--- config.mk ---
export PLATFORM = sky130hd
export DESIGN_NAME = tcpg_timer
export DESIGN_NICKNAME = d
export VERILOG_FILES = /design/src/design/tcpg_pkg.sv /design/src/design/tcpg_timer.sv
export SDC_FILE = /design/constraint.sdc
export NUM_CORES = 1
export LEC_CHECK = 0
export CAP_MARGIN = 20
export CORE_ASPECT_RATIO = 0.6
export CORE_MARGIN = 1
export CORE_UTILIZATION = 64
export CTS_CLUSTER_SIZE = 10
export DETAILED_ROUTE_END_ITERATION = 10
export DONT_BUFFER_PORTS = 1
export GPL_TIMING_DRIVEN = 0
export MAX_ROUTING_LAYER = met4
export PLACE_DENSITY = 0.9
export SLEW_MARGIN = 20
export SYNTH_ARGS = -nofsm -noshare
export SYNTH_HDL_FRONTEND = slang
export SYNTH_SLANG_ARGS = --single-unit
export TNS_END_PERCENT = 30
--- constraint.sdc ---
create_clock -name pclk -period 4.25 [get_ports pclk]
set_clock_uncertainty 0.1 [all_clocks]
set_input_delay 0.425 -clock pclk [delete_from_list [all_inputs] [get_ports pclk]]
set_output_delay 0.425 -clock pclk [all_outputs]
set_load 0.01 [all_outputs]
--- src/design/tcpg_pkg.sv ---
package tcpg_pkg;

  // =====================================================================
  // register map, byte addresses on the apb bus
  // =====================================================================
  localparam int ADDR_W = 12;
  localparam logic [11:0] ADDR_MODE = 12'h000;
  localparam logic [11:0] ADDR_CTRL = 12'h004;
  localparam logic [11:0] ADDR_STAT = 12'h008;
  localparam logic [11:0] ADDR_CA_LO = 12'h00c;
  localparam logic [11:0] ADDR_CA_HI = 12'h010;
  localparam logic [11:0] ADDR_CB_LO = 12'h014;
  localparam logic [11:0] ADDR_CB_HI = 12'h018;
  localparam logic [11:0] ADDR_COUNT = 12'h01c;

  // =====================================================================
  // field codes and values
  // =====================================================================
  localparam logic [2:0] MODE_PPG = 3'b011;
  localparam logic [2:0] MODE_PWM = 3'b110;
  localparam logic [1:0] NC_OFF = 2'b00;
  localparam logic [1:0] NC_S2 = 2'b01;
  localparam logic [1:0] NC_S4 = 2'b10;
  localparam logic [1:0] NC_S256 = 2'b11;
  localparam logic [3:0] NC_LOG_S2 = 4'h1;
  localparam logic [3:0] NC_LOG_S4 = 4'h2;
  localparam logic [3:0] NC_LOG_S256 = 4'h8;
  localparam logic [15:0] CNT_ZERO = 16'h0000;
  localparam logic [15:0] CNT_MAX = 16'hffff;
  localparam int STAT_CPA = 0;
  localparam int STAT_CPB = 1;
  localparam int STAT_OVF = 2;
  localparam logic [2:0] STAT_RST = 3'h0;

  typedef struct packed {
    logic start_edge;        // 0 rising, 1 falling
    logic capture_style;     // 0 double edge, 1 single edge
    logic [1:0] source_clock_select;
    logic [2:0] operating_mode_field;
  } tcpg_mode_t;

  typedef struct packed {
    logic [1:0] noise_filter_setting;
    logic double_buffer_enable;
    logic output_initial_level;
    logic one_shot_select;
    logic overflow_irq_enable;
    logic run_bit;
  } tcpg_ctrl_t;

  localparam tcpg_mode_t MODE_RST = 7'h00;
  localparam tcpg_ctrl_t CTRL_RST = 7'h00;

  typedef enum logic [1:0] {
    ST_WAIT_START = 2'b00,
    ST_MEASURE = 2'b01,
    ST_AFTER_B = 2'b10
  } tcpg_pw_state_t;

endpackage : tcpg_pkg

--- src/design/tcpg_timer.sv ---
// Decided for this implementation: the register offsets and the APB interface to the registers.
`timescale 1ns/1ps

// Notes on behaviour
// double edge: next start edge captures count into a, flags, irq, zeroes
// single edge: opposite edge stops and zeroes; start edge irqs, resumes
// overflow while measuring sets flag; irq only when overflow enable set
// reading status clears both capture flags and the overflow flag
// software reads captures before next start edge, as 16-bit words
// clearing run bit stops counter and zeroes it
// opposite edge first after start: no capture, no irq, wait start
// mode 011 selects pulse output; one-shot bit picks one-shot/continuous
// software keeps a above b and sets the pin as output first
// initial level bit sets idle and first level of pulse output
// while running, mode, overflow enable and initial level are locked
// count equal to b drives output opposite to initial level
// count equal to a restores level, irqs; one-shot clears run bit
// continuous zeroes counter at a; stop returns pin to initial level
// one-shot bit writable while running, sampled at end of pulse
// double buffer: running writes apply at a match; else at once
// low byte write goes to temp buffer; high byte commits both
// with double buffer on, reads return last written buffered value
// writes while stopped update effective value and the buffer
// noise filter passes a level after three equal samples
// filter runs when setting nonzero; setting locked while running
// low-freq mode: 11 samples at fs/2, 00 bypass, 01/10 block pin
// 16-bit counter increments once per selected source clock tick
module tcpg_timer (
  input wire logic pclk,
  input wire logic presetn,
  input wire logic psel,
  input wire logic penable,
  input wire logic pwrite,
  input wire logic [11:0] paddr,
  input wire logic [31:0] pwdata,
  output logic [31:0] prdata,
  output logic pready,
  output logic pslverr,
  input wire logic timer_input_pin,
  input wire logic fs_tick,
  input wire logic low_freq_mode,
  output logic pulse_output_pin,
  output logic timer_interrupt_request
);

  // =====================================================================
  // helpers
  // =====================================================================
  function automatic logic pre_hit(input logic [7:0] pre,
                                   input logic [3:0] lg);
    logic [8:0] m;
    m = (9'h001 << lg) - 9'h001;
    return &(pre | ~m[7:0]);
  endfunction : pre_hit

  function automatic logic [15:0] pick(input logic dbf,
                                       input logic [15:0] buf_v,
                                       input logic [15:0] eff_v);
    return dbf ? buf_v : eff_v;
  endfunction : pick

  // =====================================================================
  // state
  // =====================================================================
  tcpg_pkg::tcpg_mode_t mode_r;
  tcpg_pkg::tcpg_ctrl_t ctrl_r;
  tcpg_pkg::tcpg_pw_state_t st_r, st_nxt;
  logic [2:0] stat_r;
  logic [15:0] cnt_r, cnt_nxt;
  logic [15:0] a_eff_r, a_buf_r, b_eff_r, b_buf_r;
  logic [7:0] temp_r;
  logic [7:0] pre_r;
  logic [2:0] hist_r;
  logic filt_r, filt_d_r, fs_half_r;
  logic [31:0] prdata_r;
  logic pslverr_r;

  logic setup, acc, wr, rd, running, tick;
  logic rise, fall, start_e, opp_e;
  logic is_ppg, is_pwm;
  logic cap_a, cap_b, ovf_ev, pw_irq, match_a, match_b, shot_stop;
  logic run_start;
  logic sample, block_pin;
  logic [3:0] nc_log;
  logic [2:0] nh, stat_clr, stat_set;
  logic [15:0] hi_val;
  logic [31:0] rd_val;
  logic addr_ok;

  assign setup = psel & ~penable;
  assign acc = psel & penable;
  assign wr = acc & pwrite;
  assign rd = acc & ~pwrite;
  assign running = ctrl_r.run_bit;
  assign is_ppg = mode_r.operating_mode_field == tcpg_pkg::MODE_PPG;
  assign is_pwm = mode_r.operating_mode_field == tcpg_pkg::MODE_PWM;
  assign hi_val = {pwdata[7:0], temp_r};
  assign run_start = wr & (paddr == tcpg_pkg::ADDR_CTRL) & pwdata[0]
                     & ~running;

  // =====================================================================
  // prescaler and source clock tick
  // =====================================================================
  always_ff @(posedge pclk or negedge presetn) begin
    if (!presetn) begin
      pre_r <= 8'h00;
    end else begin
      pre_r <= pre_r + 8'h01;
    end
  end

  // tick per source clock
  assign tick = pre_hit(pre_r, {2'b00, mode_r.source_clock_select});

  // =====================================================================
  // noise canceller
  // =====================================================================
  always_comb begin
    nc_log = tcpg_pkg::NC_LOG_S2;
    unique case (ctrl_r.noise_filter_setting)
      tcpg_pkg::NC_S4: nc_log = tcpg_pkg::NC_LOG_S4;
      tcpg_pkg::NC_S256: nc_log = tcpg_pkg::NC_LOG_S256;
      tcpg_pkg::NC_OFF, tcpg_pkg::NC_S2: nc_log = tcpg_pkg::NC_LOG_S2;
    endcase
  end

  // low-freq sampling and pin blocking
  assign block_pin = low_freq_mode
                     & ((ctrl_r.noise_filter_setting == tcpg_pkg::NC_S2)
                     | (ctrl_r.noise_filter_setting == tcpg_pkg::NC_S4));
  assign sample = low_freq_mode
                  ? (fs_tick & fs_half_r)
                  : pre_hit(pre_r, nc_log);
  assign nh = {hist_r[1:0], timer_input_pin};

  always_ff @(posedge pclk or negedge presetn) begin
    if (!presetn) begin
      fs_half_r <= 1'b0;
    end else if (fs_tick) begin
      fs_half_r <= ~fs_half_r;
    end
  end

  always_ff @(posedge pclk or negedge presetn) begin
    if (!presetn) begin
      hist_r <= 3'h0;
      filt_r <= 1'b0;
    end else if (ctrl_r.noise_filter_setting == tcpg_pkg::NC_OFF) begin
      // setting 00 bypasses the filter
      filt_r <= timer_input_pin;
    end else if (!block_pin && sample) begin
      // three equal samples pass the level
      hist_r <= nh;
      if (&nh) begin
        filt_r <= 1'b1;
      end else if (~|nh) begin
        filt_r <= 1'b0;
      end
    end
  end

  always_ff @(posedge pclk or negedge presetn) begin
    if (!presetn) begin
      filt_d_r <= 1'b0;
    end else begin
      filt_d_r <= filt_r;
    end
  end

  assign rise = filt_r & ~filt_d_r;
  assign fall = ~filt_r & filt_d_r;
  assign start_e = mode_r.start_edge ? fall : rise;
  assign opp_e = mode_r.start_edge ? rise : fall;

  // =====================================================================
  // counter and event logic
  // =====================================================================
  always_comb begin
    st_nxt = st_r;
    cnt_nxt = cnt_r;
    cap_a = 1'b0;
    cap_b = 1'b0;
    ovf_ev = 1'b0;
    pw_irq = 1'b0;
    match_a = 1'b0;
    match_b = 1'b0;
    if (!running) begin
      // stopped counter held at zero
      st_nxt = tcpg_pkg::ST_WAIT_START;
      cnt_nxt = tcpg_pkg::CNT_ZERO;
    end else if (is_pwm) begin
      unique case (st_r)
        tcpg_pkg::ST_WAIT_START: begin
          // only a start edge begins measuring
          if (start_e) begin
            pw_irq = 1'b1;
            cnt_nxt = tcpg_pkg::CNT_ZERO;
            st_nxt = tcpg_pkg::ST_MEASURE;
          end
        end
        tcpg_pkg::ST_MEASURE: begin
          if (tick) begin
            cnt_nxt = cnt_r + 16'h0001;
            // overflow while measuring
            ovf_ev = cnt_r == tcpg_pkg::CNT_MAX;
          end
          if (opp_e) begin
            cap_b = 1'b1;
            if (mode_r.capture_style) begin
              // single edge stops and zeroes
              cnt_nxt = tcpg_pkg::CNT_ZERO;
              st_nxt = tcpg_pkg::ST_WAIT_START;
            end else begin
              // count keeps its tick on the opposite edge
              st_nxt = tcpg_pkg::ST_AFTER_B;
            end
          end
        end
        tcpg_pkg::ST_AFTER_B: begin
          if (start_e) begin
            // capture into a and restart
            cap_a = 1'b1;
            cnt_nxt = tcpg_pkg::CNT_ZERO;
            st_nxt = tcpg_pkg::ST_MEASURE;
          end else if (tick) begin
            // keep counting after opposite edge
            cnt_nxt = cnt_r + 16'h0001;
            ovf_ev = cnt_r == tcpg_pkg::CNT_MAX;
          end
        end
        default: begin
          st_nxt = tcpg_pkg::ST_WAIT_START;
        end
      endcase
    end else if (is_ppg && tick) begin
      // toggle point
      match_b = cnt_r == b_eff_r;
      if (cnt_r == a_eff_r) begin
        // period end zeroes counter
        match_a = 1'b1;
        cnt_nxt = tcpg_pkg::CNT_ZERO;
      end else begin
        // value below count wraps through overflow
        cnt_nxt = cnt_r + 16'h0001;
      end
    end
  end

  // one-shot stop at period end
  // one-shot bit sampled when the pulse completes
  assign shot_stop = match_a & ctrl_r.one_shot_select;

  always_ff @(posedge pclk or negedge presetn) begin
    if (!presetn) begin
      st_r <= tcpg_pkg::ST_WAIT_START;
      cnt_r <= tcpg_pkg::CNT_ZERO;
    end else begin
      st_r <= st_nxt;
      cnt_r <= cnt_nxt;
    end
  end

  // =====================================================================
  // interrupt request and pulse output
  // =====================================================================
  always_ff @(posedge pclk or negedge presetn) begin
    if (!presetn) begin
      timer_interrupt_request <= 1'b0;
    end else begin
      // overflow irq gated by enable
      // period match irq
      timer_interrupt_request <= pw_irq | cap_a | cap_b | match_a
                                 | (ovf_ev & ctrl_r.overflow_irq_enable);
    end
  end

  always_ff @(posedge pclk or negedge presetn) begin
    if (!presetn) begin
      pulse_output_pin <= 1'b0;
    end else if (!running || !is_ppg || match_a) begin
      // idle level from initial level bit
      // stop returns pin to initial level
      pulse_output_pin <= ctrl_r.output_initial_level;
    end else if (match_b) begin
      // drive opposite level
      pulse_output_pin <= ~ctrl_r.output_initial_level;
    end
  end

  // =====================================================================
  // mode and control registers
  // =====================================================================
  always_ff @(posedge pclk or negedge presetn) begin
    if (!presetn) begin
      mode_r <= tcpg_pkg::MODE_RST;
    end else if (wr && paddr == tcpg_pkg::ADDR_MODE && !running) begin
      // mode locked while running
      // mode field selects pulse output
      mode_r <= pwdata[6:0];
    end
  end

  always_ff @(posedge pclk or negedge presetn) begin
    if (!presetn) begin
      ctrl_r <= tcpg_pkg::CTRL_RST;
    end else begin
      if (wr && paddr == tcpg_pkg::ADDR_CTRL) begin
        ctrl_r.run_bit <= pwdata[0];
        // one-shot bit writable any time
        ctrl_r.one_shot_select <= pwdata[2];
        ctrl_r.double_buffer_enable <= pwdata[4];
        if (!running) begin
          // locked fields
          ctrl_r.overflow_irq_enable <= pwdata[1];
          ctrl_r.output_initial_level <= pwdata[3];
          // filter setting locked while running
          ctrl_r.noise_filter_setting <= pwdata[6:5];
        end
      end
      if (shot_stop) begin
        // automatic stop clears run bit
        ctrl_r.run_bit <= 1'b0;
      end
    end
  end

  // =====================================================================
  // status flags
  // =====================================================================
  assign stat_set = {ovf_ev, cap_b, cap_a};
  assign stat_clr = (rd && paddr == tcpg_pkg::ADDR_STAT)
                    ? prdata_r[2:0] : 3'h0;

  always_ff @(posedge pclk or negedge presetn) begin
    if (!presetn) begin
      stat_r <= tcpg_pkg::STAT_RST;
    end else begin
      // read clears flags, a new event wins
      stat_r <= (stat_r & ~stat_clr) | stat_set;
    end
  end

  // =====================================================================
  // compare registers, temp buffer and double buffer
  // =====================================================================
  always_ff @(posedge pclk or negedge presetn) begin
    if (!presetn) begin
      temp_r <= 8'h00;
    end else if (wr && (paddr == tcpg_pkg::ADDR_CA_LO
                        || paddr == tcpg_pkg::ADDR_CB_LO)) begin
      // low byte parks in temp buffer
      temp_r <= pwdata[7:0];
    end
  end

  always_ff @(posedge pclk or negedge presetn) begin
    if (!presetn) begin
      a_eff_r <= tcpg_pkg::CNT_ZERO;
      a_buf_r <= tcpg_pkg::CNT_ZERO;
    end else if (run_start && is_pwm) begin
      a_eff_r <= tcpg_pkg::CNT_ZERO;
      a_buf_r <= tcpg_pkg::CNT_ZERO;
    end else if (cap_a) begin
      // count captured into a
      a_eff_r <= cnt_r;
      a_buf_r <= cnt_r;
    end else if (wr && paddr == tcpg_pkg::ADDR_CA_HI) begin
      // high byte commits both bytes
      a_buf_r <= hi_val;
      // immediate unless buffered while running
      if (!(running && ctrl_r.double_buffer_enable)) begin
        a_eff_r <= hi_val;
      end
    end else if (match_a && ctrl_r.double_buffer_enable) begin
      // buffered value takes effect at a match
      a_eff_r <= a_buf_r;
    end
  end

  always_ff @(posedge pclk or negedge presetn) begin
    if (!presetn) begin
      b_eff_r <= tcpg_pkg::CNT_ZERO;
      b_buf_r <= tcpg_pkg::CNT_ZERO;
    end else if (run_start && is_pwm) begin
      b_eff_r <= tcpg_pkg::CNT_ZERO;
      b_buf_r <= tcpg_pkg::CNT_ZERO;
    end else if (cap_b) begin
      b_eff_r <= cnt_r;
      b_buf_r <= cnt_r;
    end else if (wr && paddr == tcpg_pkg::ADDR_CB_HI) begin
      b_buf_r <= hi_val;
      // stopped writes reach effective value
      if (!(running && ctrl_r.double_buffer_enable)) begin
        b_eff_r <= hi_val;
      end
    end else if (match_a && ctrl_r.double_buffer_enable) begin
      b_eff_r <= b_buf_r;
    end
  end

  // =====================================================================
  // apb read path, answered with no wait state
  // =====================================================================
  always_comb begin
    rd_val = 32'h0000_0000;
    addr_ok = 1'b1;
    unique case (paddr)
      tcpg_pkg::ADDR_MODE: rd_val = {25'h0, mode_r};
      tcpg_pkg::ADDR_CTRL: rd_val = {25'h0, ctrl_r};
      tcpg_pkg::ADDR_STAT: rd_val = {29'h0, stat_r};
      // buffered value read back when enabled
      tcpg_pkg::ADDR_CA_LO:
        rd_val = {16'h0, pick(ctrl_r.double_buffer_enable, a_buf_r,
                              a_eff_r)};
      tcpg_pkg::ADDR_CA_HI:
        rd_val = {16'h0, pick(ctrl_r.double_buffer_enable, a_buf_r,
                              a_eff_r) >> 8};
      tcpg_pkg::ADDR_CB_LO:
        rd_val = {16'h0, pick(ctrl_r.double_buffer_enable, b_buf_r,
                              b_eff_r)};
      tcpg_pkg::ADDR_CB_HI:
        rd_val = {16'h0, pick(ctrl_r.double_buffer_enable, b_buf_r,
                              b_eff_r) >> 8};
      tcpg_pkg::ADDR_COUNT: rd_val = {16'h0, cnt_r};
      default: addr_ok = 1'b0;
    endcase
  end

  always_ff @(posedge pclk or negedge presetn) begin
    if (!presetn) begin
      prdata_r <= 32'h0000_0000;
      pslverr_r <= 1'b0;
    end else if (setup) begin
      prdata_r <= pwrite ? 32'h0000_0000 : rd_val;
      pslverr_r <= ~addr_ok;
    end
  end

  assign prdata = prdata_r;
  assign pslverr = pslverr_r & acc;
  assign pready = 1'b1;

endmodule : tcpg_timer

# Word level (Yosys, flattened, before mapping)
# Index checks and enable logic that the tools add are counted.
dict set report classes {
  add_sub_neg 4
  n_mul 0
  div_mod_pow 0
  n_lt_le_gt_ge 0
  n_eq_ne 26
  n_shift 2
  muxes 72
  n_bitwise 35
  n_reduce_logical 42
}
# cell n
set op_table {}
lappend op_table {{2-to-1 mux 16 bit} 26}
lappend op_table {{case mux 16 bit (8 select lines)} 1}
lappend op_table {{== test 12 x 5 -> 1 bit, second input constant} 4}
lappend op_table {{case mux 16 bit (3 select lines)} 1}
lappend op_table {{2-to-1 mux 1 bit} 34}
lappend op_table {{== test 16 bit} 2}
lappend op_table {{2-to-1 mux 32 bit} 1}
lappend op_table {{== test 12 x 4 -> 1 bit, second input constant} 2}
lappend op_table {{adder 16 x 1 -> 16 bit, second input constant} 1}
lappend op_table {{== test 16 bit, second input constant} 1}
lappend op_table {{inverter 8 bit} 2}
lappend op_table {{OR 8 bit} 2}
lappend op_table {{AND reduction 8 bit} 2}
lappend op_table {{subtractor 8 x 1 -> 8 bit, second input constant} 2}
lappend op_table {{AND 1 bit} 14}
lappend op_table {{== test 12 x 3 -> 1 bit, second input constant} 1}
lappend op_table {{logical AND 1 bit} 12}
lappend op_table {{logical NOT 12 bit} 1}
lappend op_table {{inequality test 4 bit, second input constant} 3}
lappend op_table {{case mux 4 bit (3 select lines)} 1}
lappend op_table {{2-to-1 mux 2 bit} 5}
lappend op_table {{AND reduction 2 bit} 5}
lappend op_table {{inverter 1 bit} 9}
lappend op_table {{AND reduction 3 bit} 3}
lappend op_table {{other kinds (28)} 46}
dict set report totals {
  reg_bits 155
  latchBits 0
  mem_bits_rw 0
  mem_bits_ro 0
  input_bits 52
  memories 0
}

# Depth between registers and ports, before layout
dict set report logic_depth {
  depth_word 14
  ltp_mapped 12
  ltp_nobuf 9
}

# Worst setup path after synthesis
# Ideal clock, no wire load.
dict set report synth_path {
  path_kind {reg-to-reg}
  start {register mode_r[4] (netlist name)}
  end {register a_eff_r[15]}
  setup_time_ps 127
  t_arrival_ps 2770
  required_ps 4023
  slack_ps 1253
  stages_incl_launch_ff 12
  n_path_buf 3
  synth_period_minus_slack_ps 2997
  cell_sequence {dfrtp_1 or2_1 ha_1 o22ai_1 a21oi_1 nand3_1 or4_1 clkbuf_1 o211a_1 buf_2 buf_6 mux2_1}
}
dict set report synth_via {
  elab_chain_len 12
}
# item line_no
set synth_rtl {}
lappend synth_rtl {{from (decl)} tcpg_timer.sv:65} ;# tcpg_pkg::tcpg_mode_t mode_r;
lappend synth_rtl {{from (signal assigned)} tcpg_timer.sv:295} ;# mode_r <= tcpg_pkg::MODE_RST;
lappend synth_rtl {{from (signal assigned)} tcpg_timer.sv:299} ;# mode_r <= pwdata[6:0];
lappend synth_rtl {{<< shifter 1 x 2 -> 8 bit} tcpg_timer.sv:52} ;# m = (9'h001 << lg) - 9'h001;
lappend synth_rtl {{subtractor 8 x 1 -> 8 bit} tcpg_timer.sv:52}
lappend synth_rtl {{inverter 8 bit} tcpg_timer.sv:53} ;# return &(pre | ~m[7:0]);
lappend synth_rtl {{OR 8 bit} tcpg_timer.sv:53}
lappend synth_rtl {{AND reduction 8 bit} tcpg_timer.sv:53}
lappend synth_rtl {{logical AND 1 bit} tcpg_timer.sv:235} ;# end else if (is_ppg && tick) begin
lappend synth_rtl {{2-to-1 mux 1 bit} tcpg_timer.sv:235}
lappend synth_rtl {{2-to-1 mux 1 bit} tcpg_timer.sv:191} ;# end else if (is_pwm) begin
lappend synth_rtl {{2-to-1 mux 1 bit} tcpg_timer.sv:187} ;# if (!running) begin
lappend synth_rtl {{logical AND 1 bit} tcpg_timer.sv:374} ;# end else if (match_a && ctrl_r.double_buffer_enable) begin
lappend synth_rtl {{nonzero test 4 bit (no source line)} n/a}
lappend synth_rtl {{AND reduction 2 bit (no source line)} n/a}
lappend synth_rtl {{to (signal assigned)} tcpg_timer.sv:365} ;# a_eff_r <= cnt_r;
lappend synth_rtl {{to (signal assigned)} tcpg_timer.sv:372} ;# a_eff_r <= hi_val;
lappend synth_rtl {{to (signal assigned)} tcpg_timer.sv:376} ;# a_eff_r <= a_buf_r;
lappend synth_rtl {{to (decl)} tcpg_timer.sv:70} ;# logic [15:0] a_eff_r, a_buf_r, b_eff_r, b_buf_r;
# No other way between the ends.
# A chain may end at the register's enable or synchronous reset.

# Worst setup path in the final report
dict set report layout_path {
  start {register cnt_r[13]}
  end {register a_eff_r[6]}
}
dict set report layout_via {
  elab_chain_len 8
}
# item line_no
set layout_rtl {}
lappend layout_rtl {{from (decl)} tcpg_timer.sv:69} ;# logic [15:0] cnt_r, cnt_nxt;
lappend layout_rtl {{from (signal assigned)} tcpg_timer.sv:256} ;# cnt_r <= tcpg_pkg::CNT_ZERO;
lappend layout_rtl {{from (signal assigned)} tcpg_timer.sv:259} ;# cnt_r <= cnt_nxt;
lappend layout_rtl {{== test 16 bit} tcpg_timer.sv:238} ;# if (cnt_r == a_eff_r) begin
lappend layout_rtl {{2-to-1 mux 1 bit} tcpg_timer.sv:238}
lappend layout_rtl {{2-to-1 mux 1 bit} tcpg_timer.sv:235}
lappend layout_rtl {{2-to-1 mux 1 bit} tcpg_timer.sv:191}
lappend layout_rtl {{2-to-1 mux 1 bit} tcpg_timer.sv:187}
lappend layout_rtl {{logical AND 1 bit} tcpg_timer.sv:374}
lappend layout_rtl {{nonzero test 4 bit (no source line)} n/a}
lappend layout_rtl {{AND reduction 2 bit (no source line)} n/a}
# No other way between the ends.

==> results.toml <==
[status]
outcome = "finished, final reports clean"

[clock_network]
numCtsBuffers = 17
htree_levels = 4
root_buffer = "clkbuf_16"
cts_tree = "yes"
cts.sinks = 139
ctsResizeCount = 0
cts_buffer_depth = 2
postCtsSetupBuffers = 0
clock_latency_ps = 440
clk_pin_slew_ps = 60

[pwr]
sw_frac_of_total = 0.237
leakagePower_nw = 3.75
internal_power_mw = 2.27
ir_drop_mv = 0.305
powerDensity_nw_per_um2 = 329
seqPwrFrac = 0.455
power_switching_mw = 0.708
pwr-share-clk = 0.502
power_frac_comb = 0.043

[timing]
tns_ps = 0
relSlewSlack = 0.213
rsz0062_at_grt = "false"
finalHoldViolCount = 0
fmax_mhz = 260
post-route-min-period_ps = 3850
fin_ws_ps = 400
worstMarginPinSlew_ps = 1180
final.period_utilization = 0.906
slew_viol_final = 0
setup_viol = 0

[placed_design]
pre_cts_slack_ps = 629
place_hpwl_um = 18700
io_buffers = 0
placed_cell_area_um2 = 8420
gp_congestion = 1.02
placed_cells = 1005

[synth]
ys_seq_elements = 139
synth-adder-area-share = 0.0184
yosysUniqueCellTypes = 72
synth_compound_gate_area_share = 0.162
ys.flop_type = "dfrtp_1"
synth_top_family_by_area = "compound AO/OA/AOI/OAI gates"
muxShareOfSynthArea = 0.140
synth_seq_area_share = 0.427
synth_area_um2 = 8150
synth_edf_count = 0
yosys_warnings = 0
synth_area_leader_cell = "dfrtp_1"
synth_xor_area_frac = 0.0440
ys_top_cells_by_area = "dfrtp_1 (43%), mux2i_1 (7.1%), mux2_2 (5.7%)"
syn_avg_cell_area_um2 = 9.88
yosys.area_share.simple = 0.145
yosysTopAreaCellShare = 0.427
ys_top_cells_by_count = "dfrtp_1 (139), nor2_1 (63), nand2_1 (61)"
synth_most_common_cell = "dfrtp_1"
netlist_instances = 825
async_flop_share = 1.00

[floorplanning]
dieArea_um2 = 13200
fp.dieH_um = 89.4
core_area_um2 = 12200
row_count = 31
die_x_um = 148
start_util = 0.667
pin_count = 88

[setup_path]
path_class = "register to register"
crit_path_frequent_cell = "clkbuf_1"
crit_buf_inv = 4
worst_setup_path_start_kind = "register"
timing.critical_path.required_ps = 4470
crit_arrival_ps = 4070
slowest_delay_ps = 590
critPathMaxFanout = 10
slowest_stage = "or4_1"
endpoint_kind = "register"
path_cells = "clkbuf_1 -> xor2_1 -> nor4_1 -> nand4_1 -> or4_1 -> clkbuf_1 -> o211a_1 -> buf_2 -> buf_6 -> mux2_1"
path_delay_family = "simple AND/OR/NAND/NOR gates"

[job]
cap_violations = 0

[final_layout]
final_area_um2 = 9050
antenna_cells = 0
drive_gt1_frac = 0.156
instances_no_fill = 1039
area_delta_synth_final_pct = 11.0
fin_nets = 926

[global_routing]
grt_max_degree = 140
overflow = 0
grt_pass1_vias = 6599
globalRouteTotalUtil = 0.420
grt_pass1_wl_um = 38700
antenna_found_initial = 0

[drt]
avgRoutedWirePerCell_um = 24.8
vias_per_cell = 6.81
wirelength_um = 25700
vias = 7075
dr.pass1.iters = 5
drtAntennaViolNets = 0
drc_errors = 0
drt_iter0_markers = 902

[worst_hold_path]
hold_class = "primary input to register"
==> cells by family after synthesis <==
family / after synthesis
AOI/OAI and AO/OA: 186
adders and majority gates: 12
muxes: 106
xor gates and xnor gates: 41
DFF: 139
and+or+nand+nor: 235
other: 2
buffers and inverters: 104
==> path summary, 6_finish.rpt <==
path | start | end | slack, ps | cells past startpoint
setup / recovery | cnt_r[13] | a_eff_r[6] | 400 | 10
hold / removal | pwdata[6] | ctrl_r[6] | 10 | 2
setup reg to reg | cnt_r[13] | a_eff_r[6] | 400 | 10
hold reg to reg | filt_r | filt_d_r | 320 | 0
max in group asynchronous | presetn | b_eff_r[0] | 2940 | 2
min in group asynchronous | presetn | pslverr_r | 530 | 2
==> timing repair <==
action,4_1_cts,5_1_grt
endpoints found under the setup margin,0,0
hold buffers,3,0
hold endpoints to repair,140,0
==> layer usage <==
metal	global-route usage	share of wire	vias up	wire (um)
li1	-	-	3028	-
met1	0.569	0.42	3416	10800
met2	0.558	0.40	543	10200
met3	0.167	0.16	88	4020
met4	0.157	0.029	0	744
met5	-	0	-	0
==> final cells by class <==
cell class,instances,area [um^2]
inverters,29,109
repair buffers,3,47.5
fillers,871,3160
clock buffers,19,443
flip-flops and latches,139,3480
well taps,165,206
plain buffers,75,407
multi-input cells,597,4220
clock inverters,12,141
==> cell usage in the layout (no fill, tap or decap), types with 7 or more instances in the layout <==
cell type,synthesis,layout
clkbuf_1,29,30
dfrtp_1,139,139
nor3_1,18,18
clkbuf_16,0,17
o22ai_1,12,12
nand2_1,61,61
nand3_1,18,18
nor2_1,63,63
nand4_1,8,8
o21ai_0,38,38
buf_4,20,20
inv_1,29,29
a211oi_1,29,29
a22o_1,16,16
conb_1,2,17
a31oi_1,9,9
buf_2,15,15
ha_1,12,12
mux2i_1,58,58
and2_1,7,7
a21oi_1,29,29
xor2_1,36,36
mux2_2,41,41
nor4_1,17,16
==> flip-flops by register name, indices dropped and copies added, names as in the netlist, 3 cells and up <==
signal,flops
b_eff_r,16
temp_r,8
pre_r,8
a_eff_r,16
cnt_r,16
a_buf_r,16
mode_r,7
ctrl_r,6
b_buf_r,16
stat_r,3
prdata,16
==> power groups by stage <==
stage	Sequential [mW]	Clock (mW)	Combinational [mW]
3_5_place_dp	1.38	0	0.0947
5_1_grt	1.36	1.55	0.142
6_report	1.36	1.50	0.128
2_1_floorplan	1.38	0	0.0796
4_1_cts	1.36	1.49	0.126
3_3_place_gp	1.38	0	0.0932
==> metrics by stage <==
stage | total power [mW] | utilization | hold slack (ps)
after global routing | 3.05 | 0.741 | 26.6
after detailed placement | 1.48 | 0.689 | 31.9
after CTS | 2.97 | 0.741 | 18.9
after global placement | 1.47 | 0.689 | 33.3
final | 2.98 | 0.741 | 9.61
after floorplan | 1.46 | - | 29.4
Power figures use the tool's default switching activity.
